$ cat src/rtl/tpm_pkg.sv
/*
 Package for the telephony port power-mode block: register indices,
 mode codes, reset values and the device power states.
 Assumes both ends and the bench compile it first.
*/
package tpm_pkg;
   // ------------------------------------------------------------
   // Register map of the device control port (word indices)
   // ------------------------------------------------------------
   localparam logic [3:0] MODE_REG_ADDR = 4'h0;
   localparam logic [3:0] IFSEL_REG_ADDR = 4'h1;
   localparam logic [3:0] RSTCNT_REG_ADDR = 4'h2;
   localparam logic [3:0] STATE_REG_ADDR = 4'h3;
   localparam logic [3:0] SCRATCH_REG_ADDR = 4'h4;
   // ------------------------------------------------------------
   // Codes and reset values
   // ------------------------------------------------------------
   localparam logic [7:0] MODE_SHUTDOWN = 8'h01;
   localparam logic [7:0] IFSEL_INACTIVE = 8'h00;
   localparam logic [7:0] MODE_RESET_VAL = 8'h00;
   localparam logic [7:0] IFSEL_RESET_VAL = 8'h01;
   localparam logic [7:0] SCRATCH_RESET_VAL = 8'h00;
   localparam logic [7:0] RSTCNT_RESET_VAL = 8'h00;
   localparam logic [7:0] UNMAPPED_VAL = 8'h00;
   // Init counter value that ends initialization; init lasts INIT_CYCLES + 1 cycles
   localparam logic [3:0] INIT_CYCLES = 4'h8;
   // ------------------------------------------------------------
   // Host controller command addresses
   // ------------------------------------------------------------
   localparam logic [3:0] CMD_CTRL_ADDR = 4'h0;
   localparam logic [3:0] CMD_ADDR_ADDR = 4'h1;
   localparam logic [3:0] CMD_WDATA_ADDR = 4'h2;
   localparam logic [3:0] CMD_RDATA_ADDR = 4'h3;
   localparam logic [3:0] CMD_STAT_ADDR = 4'h4;
   localparam int CTRL_RESET_BIT = 0;
   localparam int CTRL_WRITE_BIT = 1;
   localparam int CTRL_READ_BIT = 2;

   typedef enum logic [2:0]
   {
      ST_RESET = 3'b000,
      ST_INIT = 3'b001,
      ST_ACTIVE = 3'b010,
      ST_INACTIVE = 3'b011,
      ST_SHUTDOWN = 3'b100
   } power_state_t;
endpackage

$ cat src/rtl/tpm_link_if.sv
/*
 Link between the host controller and the telephony port: the active-high
 module reset pin plus a simple synchronous control port.
 Assumes one common clock for both ends.
*/
`timescale 1ns/10ps
interface tpm_link_if;
   logic module_reset;
   logic [3:0] addr;
   logic [7:0] wdata;
   logic wr;
   logic rd;
   logic [7:0] rdata;
   logic rvalid;

   modport device
   (
      input module_reset,
      input addr,
      input wdata,
      input wr,
      input rd,
      output rdata,
      output rvalid
   );
   modport host
   (
      output module_reset,
      output addr,
      output wdata,
      output wr,
      output rd,
      input rdata,
      input rvalid
   );
endinterface

$ cat src/rtl/tpm_device.sv
/*
 Device end: power-state sequencer and register file of the telephony
 port. Control port access is one-cycle strobes; read data and rvalid
 stand in the cycle after the read strobe.
 Assumes the host holds module_reset high until supply is stable.
*/
// Chosen here: the address map and the plain strobed port.
// What this block does, and what it expects of the host
// - Mode write 0x01 in active state enters shutdown sleep
// - Shutdown ignores all register reads and writes
// - Only hard reset leaves shutdown
// - Reset pin high holds reset, unlimited
// - Reset pin low starts initialization
// - Reset release restores factory defaults
// - Reset count increments on every release
// - Host may preset or clear reset count
// - Interface select 0x00 makes port inactive
// - Inactive keeps control port serviced
// - Only another selection write or hard reset leaves inactive
// - Entering inactive reinitializes mode and scratch; selection holds 0x00, reset count kept
// - Host holds reset until power stable
// - Host avoids writes around power removal
// - Host cadences ringing one module at time
`timescale 1ns/10ps
module tpm_device
   import tpm_pkg::*;
(
   input wire logic CLK_IN,
   input wire logic RST_B_IN,
   tpm_link_if.device LINK,
   output logic [2:0] POWER_STATE_OUT,
   output logic ANALOG_ENABLE_OUT,
   output logic CODEC_POWER_OUT,
   output logic TELECOM_SUPPLY_OUT,
   output logic FUNCTIONS_ENABLE_OUT
);
   power_state_t state;
   power_state_t next_state;
   logic [7:0] module_mode_register;
   logic [7:0] interface_selection_register;
   logic [7:0] scratch;
   logic [7:0] reset_count;
   logic [3:0] init_cnt;
   logic reset_prev;
   logic serviced;
   logic release_evt;
   logic wr_ok;
   logic enter_inactive;
   logic leave_inactive;

   // No register service in reset, init or shutdown
   assign serviced = (state == ST_ACTIVE) || (state == ST_INACTIVE);
   assign wr_ok = LINK.wr && serviced && !LINK.module_reset;
   assign release_evt = reset_prev && !LINK.module_reset;
   assign enter_inactive = wr_ok && state == ST_ACTIVE && LINK.addr == IFSEL_REG_ADDR
      && LINK.wdata == IFSEL_INACTIVE;
   assign leave_inactive = wr_ok && state == ST_INACTIVE && LINK.addr == IFSEL_REG_ADDR
      && LINK.wdata != IFSEL_INACTIVE;

   // ------------------------------------------------------------
   // Power state sequencer
   // ------------------------------------------------------------
   always_comb
   begin
      next_state = state;
      unique case (state)
         ST_RESET:
         begin
            if (!LINK.module_reset)
               next_state = ST_INIT;
         end
         ST_INIT:
         begin
            if (init_cnt == INIT_CYCLES)
               next_state = ST_ACTIVE;
         end
         ST_ACTIVE:
         begin
            if (wr_ok && LINK.addr == MODE_REG_ADDR && LINK.wdata == MODE_SHUTDOWN)
               next_state = ST_SHUTDOWN;
            else if (enter_inactive)
               next_state = ST_INACTIVE;
         end
         ST_INACTIVE:
         begin
            if (leave_inactive)
               next_state = ST_ACTIVE;
         end
         ST_SHUTDOWN:
            next_state = ST_SHUTDOWN;
         default:
            next_state = ST_RESET;
      endcase
      if (LINK.module_reset)
         next_state = ST_RESET;
   end

   always_ff @(posedge CLK_IN or negedge RST_B_IN)
   begin
      if (!RST_B_IN)
         state <= ST_RESET;
      else
         state <= next_state;
   end

   always_ff @(posedge CLK_IN or negedge RST_B_IN)
   begin
      if (!RST_B_IN)
         init_cnt <= 4'h0;
      else if (state == ST_INIT)
         init_cnt <= init_cnt + 4'h1;
      else
         init_cnt <= 4'h0;
   end

   // Starts high so power-on release also counts
   always_ff @(posedge CLK_IN or negedge RST_B_IN)
   begin
      if (!RST_B_IN)
         reset_prev <= 1'b1;
      else
         reset_prev <= LINK.module_reset;
   end

   // ------------------------------------------------------------
   // Settings registers
   // ------------------------------------------------------------
   always_ff @(posedge CLK_IN or negedge RST_B_IN)
   begin
      if (!RST_B_IN)
      begin
         module_mode_register <= MODE_RESET_VAL;
         interface_selection_register <= IFSEL_RESET_VAL;
         scratch <= SCRATCH_RESET_VAL;
      end
      else if (LINK.module_reset || release_evt)
      begin
         module_mode_register <= MODE_RESET_VAL;
         interface_selection_register <= IFSEL_RESET_VAL;
         scratch <= SCRATCH_RESET_VAL;
      end
      else if (enter_inactive)
      begin
         // Selection keeps the 0x00 so the port state reads back truthfully
         module_mode_register <= MODE_RESET_VAL;
         interface_selection_register <= IFSEL_INACTIVE;
         scratch <= SCRATCH_RESET_VAL;
      end
      else if (wr_ok)
      begin
         unique case (LINK.addr)
            MODE_REG_ADDR: module_mode_register <= LINK.wdata;
            IFSEL_REG_ADDR: interface_selection_register <= LINK.wdata;
            SCRATCH_REG_ADDR: scratch <= LINK.wdata;
            default: ;
         endcase
      end
   end

   // Survives release and inactive entry by intent
   always_ff @(posedge CLK_IN or negedge RST_B_IN)
   begin
      if (!RST_B_IN)
         reset_count <= RSTCNT_RESET_VAL;
      else if (release_evt)
         reset_count <= reset_count + 8'h01;
      else if (wr_ok && LINK.addr == RSTCNT_REG_ADDR)
         reset_count <= LINK.wdata;
   end

   // ------------------------------------------------------------
   // Read path
   // ------------------------------------------------------------
   always_ff @(posedge CLK_IN or negedge RST_B_IN)
   begin
      if (!RST_B_IN)
      begin
         LINK.rdata <= 8'h00;
         LINK.rvalid <= 1'b0;
      end
      else
      begin
         LINK.rvalid <= LINK.rd && serviced && !LINK.module_reset;
         // Same gate as rvalid, so data never stand without an answer
         if (LINK.rd && serviced && !LINK.module_reset)
         begin
            unique case (LINK.addr)
               MODE_REG_ADDR: LINK.rdata <= module_mode_register;
               IFSEL_REG_ADDR: LINK.rdata <= interface_selection_register;
               RSTCNT_REG_ADDR: LINK.rdata <= reset_count;
               STATE_REG_ADDR: LINK.rdata <= {5'h00, state};
               SCRATCH_REG_ADDR: LINK.rdata <= scratch;
               default: LINK.rdata <= UNMAPPED_VAL;
            endcase
         end
         else
            LINK.rdata <= 8'h00;
      end
   end

   // ------------------------------------------------------------
   // Power outputs
   // ------------------------------------------------------------
   always_ff @(posedge CLK_IN or negedge RST_B_IN)
   begin
      if (!RST_B_IN)
      begin
         POWER_STATE_OUT <= 3'b000;
         ANALOG_ENABLE_OUT <= 1'b0;
         CODEC_POWER_OUT <= 1'b0;
         TELECOM_SUPPLY_OUT <= 1'b0;
         FUNCTIONS_ENABLE_OUT <= 1'b0;
      end
      else
      begin
         POWER_STATE_OUT <= next_state;
         ANALOG_ENABLE_OUT <= next_state == ST_ACTIVE;
         CODEC_POWER_OUT <= next_state == ST_ACTIVE;
         TELECOM_SUPPLY_OUT <= next_state == ST_ACTIVE;
         FUNCTIONS_ENABLE_OUT <= next_state != ST_RESET && next_state != ST_SHUTDOWN;
      end
   end
endmodule

$ cat src/flat_wrapper.sv
// flat-port wrapper written by rule: the top's interface ports become plain ports
module tpm_device_flat import tpm_pkg::*;
  (CLK_IN, RST_B_IN, POWER_STATE_OUT, ANALOG_ENABLE_OUT, CODEC_POWER_OUT, TELECOM_SUPPLY_OUT, FUNCTIONS_ENABLE_OUT, LINK_module_reset, LINK_addr, LINK_wdata, LINK_wr, LINK_rd, LINK_rdata, LINK_rvalid);
  tpm_link_if LINK_i ();
  input wire logic CLK_IN;
  input wire logic RST_B_IN;
  output logic [2:0] POWER_STATE_OUT;
  output logic ANALOG_ENABLE_OUT;
  output logic CODEC_POWER_OUT;
  output logic TELECOM_SUPPLY_OUT;
  output logic FUNCTIONS_ENABLE_OUT;
  input wire logic [$bits(LINK_i.module_reset)-1:0] LINK_module_reset;
  input wire logic [$bits(LINK_i.addr)-1:0] LINK_addr;
  input wire logic [$bits(LINK_i.wdata)-1:0] LINK_wdata;
  input wire logic [$bits(LINK_i.wr)-1:0] LINK_wr;
  input wire logic [$bits(LINK_i.rd)-1:0] LINK_rd;
  output wire logic [$bits(LINK_i.rdata)-1:0] LINK_rdata;
  output wire logic [$bits(LINK_i.rvalid)-1:0] LINK_rvalid;
  assign LINK_i.module_reset = LINK_module_reset;
  assign LINK_i.addr = LINK_addr;
  assign LINK_i.wdata = LINK_wdata;
  assign LINK_i.wr = LINK_wr;
  assign LINK_i.rd = LINK_rd;
  assign LINK_rdata = LINK_i.rdata;
  assign LINK_rvalid = LINK_i.rvalid;
  tpm_device u_core (.CLK_IN(CLK_IN), .RST_B_IN(RST_B_IN), .LINK(LINK_i), .POWER_STATE_OUT(POWER_STATE_OUT), .ANALOG_ENABLE_OUT(ANALOG_ENABLE_OUT), .CODEC_POWER_OUT(CODEC_POWER_OUT), .TELECOM_SUPPLY_OUT(TELECOM_SUPPLY_OUT), .FUNCTIONS_ENABLE_OUT(FUNCTIONS_ENABLE_OUT));
endmodule
$ cat config.mk
export PLATFORM = sky130hd
export DESIGN_NAME = tpm_device_flat
export DESIGN_NICKNAME = d
export VERILOG_FILES = /design/src/rtl/tpm_pkg.sv /design/src/rtl/tpm_link_if.sv /design/src/rtl/tpm_device.sv /design/src/flat_wrapper.sv
export SDC_FILE = /design/constraint.sdc
export NUM_CORES = 1
export LEC_CHECK = 0
export ABC_AREA = 1
export BUFFER_PORTS_ARGS = -buffer_cell sky130_fd_sc_hd__buf_2
export CAP_MARGIN = 20
export CORE_UTILIZATION = 55
export CTS_BUF_LIST = sky130_fd_sc_hd__clkbuf_8
export DETAILED_ROUTE_END_ITERATION = 7
export GPL_TIMING_DRIVEN = 0
export PLACE_DENSITY = 0.73
export SETUP_SLACK_MARGIN = 0.02
export SYNTH_ARGS = -nofsm -noshare
export SYNTH_HDL_FRONTEND = slang
export SYNTH_SLANG_ARGS = --single-unit
export TNS_END_PERCENT = 1
$ cat constraint.sdc
create_clock -name CLK_IN -period 4.6 [get_ports CLK_IN]
set_clock_uncertainty 0.2 [all_clocks]
set_input_delay 0.23 -clock CLK_IN [delete_from_list [all_inputs] [get_ports CLK_IN]]
set_output_delay 0.23 -clock CLK_IN [all_outputs]
set_load 0.02 [all_outputs]
==> run summary <==
critical path class: in2reg
status: finished, final reports clean
yosys warns: 0
Setup crit end kind: register
CTS resizes: 0
CP Cell Sequence: dlygate4sd3_1 -> buf_2 -> nor2_2 -> clkinv_1 -> nor2_1 -> nand2_1 -> nand2_1
flop2flop setup slack: 2.69 ns
Top cell by count, worst path: nand2_1
Final Hold Violating Endpoints: 0
die width: 71.1 µm
Final Non-Filler Cells: 430
TritonCTS buffer count: 5
Relative slew margins: 56.1%
Diodes inserted: 0
largest net degree at the start of global routing: 28
DRC: 0
setup TNS: 0 ns
die extent in y: 71.1 µm
max-slew violations: 0
first-pass GRT wire length: 10100 µm
share of cells above drive strength 1: 17.2%
Worst-path clk slew: 0.10 ns
post-synth net total: 355
Max-cap violations: 0
synthesis-to-layout area growth: 13.9%
Initial Util: 58.7%
DRT Pass-1 Iters: 7
Place WS: 2.72 ns
CP max stage delay: 0.53 ns
CTS max path bufs: 2
FP Rows: 24
RD Place Congestion: 0.855
Total GRT Usage: 26.1%
initial antenna violation count: 0
synthesized cell area: 2630 µm²
Hold Crit Class: in2reg
Final HPWL DP: 4450 µm
leakage: 1.58 nW
Syn Inst Count: 335
hold buffer count at cts: 2
largest area contributor in the netlist: dfrtp_1
Finished Cell Area: 2990 µm²
sequential element share of the synthesized area: 48.7%
area of the die: 5060 µm²
synth top area cells: dfrtp_1 (47%), nand2_1 (17%), inv_1 (6.0%)
fin crit period: 2.05 ns
data required time of the worst path: 4.66 ns
Post-CTS Setup Inserts: 0
WL/cell: 13.8 µm
Buf/Inv on CP: 3
CP startpoint kind: primary input
share of the synthesized area in the top cell type: 46.7%
nets: 397
placed cell areas: 2870 µm²
CTS tree: yes
#FFs+latches synth: 51
H-tree depth: 2
crit share post-route: 44.6%
Post-Place Cells: 420
Initial DRC Count: 213
average cell area after synthesis: 7.84 µm²
Setup-failing EPs final: 0
IO Port Bufs: 32
crit-path max FO: 9
RSZ-0062 raised after global routing: no
clock sink total: 51
final worst slack: 2.55 ns
vias in the first global route: 2146
pwr dens: 298 nW/µm²
core area: 4470 µm²
Core Util, Final: 66.9%
Clock Latency Late Sink: 0.30 ns
Worst path slowest cell: dlygate4sd3_1
vias: 2261
Worst Tran Pin Value: 0.654 ns
FMAX: 0.487 GHz
post-synthesis cell type count: 32
I/O pin count: 33
Via density: 5.26
crit-path leading delay family: buffers and inverters
final wirelength: 5920 µm
total congestion overflow: 0
Worst Path Arrival: 2.11 ns
maximum vdd drop: 0.000230 V
Clock Root Buffer: clkbuf_8
post-route ant nets: 0
==> path summary, 6_finish.rpt <==
| kind | start | endpoint | cells after the start |
|---|---|---|---|
| setup reg to reg | u_core.state[1]$_DFF_PN0_ | u_core.module_mode_register[1]$_DFFE_PN0P_ | 9 |
| max in group asynchronous | RST_B_IN | u_core.interface_selection_register[0]$_DFFE_PN1P_ | 3 |
| setup / recovery | LINK_module_reset | u_core.scratch[3]$_DFFE_PN0P_ | 7 |
| hold / removal | LINK_rd | u_core.LINK.rvalid$_DFF_PN0_ | 3 |
| hold reg to reg | u_core.module_mode_register[3]$_DFFE_PN0P_ | u_core.module_mode_register[3]$_DFFE_PN0P_ | 2 |
| min in group asynchronous | RST_B_IN | u_core.init_cnt[2]$_DFF_PN0_ | 2 |
==> report_power, final <==
group	internal [mW]	switching, mW	total, mW
registers	0.471	0.0254	0.496
logic	0.0433	0.0758	0.119
clock network	0.123	0.154	0.277
==> kinds of logic after synthesis <==
kind of cell               count (synthesis)  share of synthesized area [%]
adders and majority gates                  3                           1.43
AOI/OAI and AO/OA                         33                           7.52
buffers and inverters                     47                           7.00
and+or+nand+nor                          197                           34.0
xor gates and xnor gates                   4                           1.33
DFF                                       51                           48.7
==> sequential cells by signal, indices dropped and copies added (netlist names), 3 cells and up <==
signal / count
u_core.reset_count: 8
u_core.state: 3
u_core.init_cnt: 4
u_core.LINK.rdata: 8
u_core.interface_selection_register: 8
u_core.scratch: 8
u_core.module_mode_register: 8
==> tightest hold or removal path, cell delays in order <==
cell and delay [ns]:
buf_2 0.10, nand2_1 0.06, nor2_1 0.07
==> layer usage <==
metal,global-route usage [%],share of wire (%),vias to the layer above
met2,42.1,47,76
met5,0,0,-
li1,-,-,1143
met4,9.56,1.4,0
met1,36.3,47,1033
met3,3.56,4.9,9
==> synthesized netlist by cell type (all sizes together) <==
library cell / number
a41oi: 1
dfrtp: 49
clkinv: 1
a21oi: 6
inv: 44
o21ai: 12
a31oi: 4
nor4: 1
buf: 2
o211ai: 3
ha: 3
o221ai: 2
a211oi: 1
or2: 1
nand3: 16
xor2: 3
nand4: 10
nor3: 1
a21boi: 1
nor2: 45
xnor2: 1
nand2: 123
dfstp: 2
o22ai: 3
==> metrics by stage <==
step	hold WS, ns	power [mW]
2_1_floorplan	-0.266	0.574
3_3_place_gp	0.175	0.618
3_5_place_dp	0.0684	0.622
4_1_cts	0.000721	0.897
5_1_grt	0.0104	0.931
6_report	0.00438	0.892
==> layout by cell type (no fill, tap or decap), types with 6 or more instances in the layout <==
| cell type | n |
|---|---|
| o21ai_0 | 11 |
| a21oi_1 | 6 |
| nand3_1 | 14 |
| buf_2 | 32 |
| nand2_1 | 119 |
| inv_1 | 42 |
| nand4_1 | 10 |
| dfrtp_1 | 49 |
| nor2_1 | 36 |
| clkbuf_8 | 6 |
==> layout make-up <==
| class | count | area (µm²) |
|---|---|---|
| multi-input cells | 237 | 1160 |
| fillers | 392 | 1480 |
| clock inverters | 2 | 16.3 |
| flip-flops and latches | 51 | 1280 |
| repair buffers | 35 | 200 |
| plain buffers | 2 | 15.0 |
| well taps | 52 | 65.1 |
| clock buffers | 6 | 82.6 |
| inverters | 45 | 169 |
No activity file was read; power rests on OpenSTA's default activity.
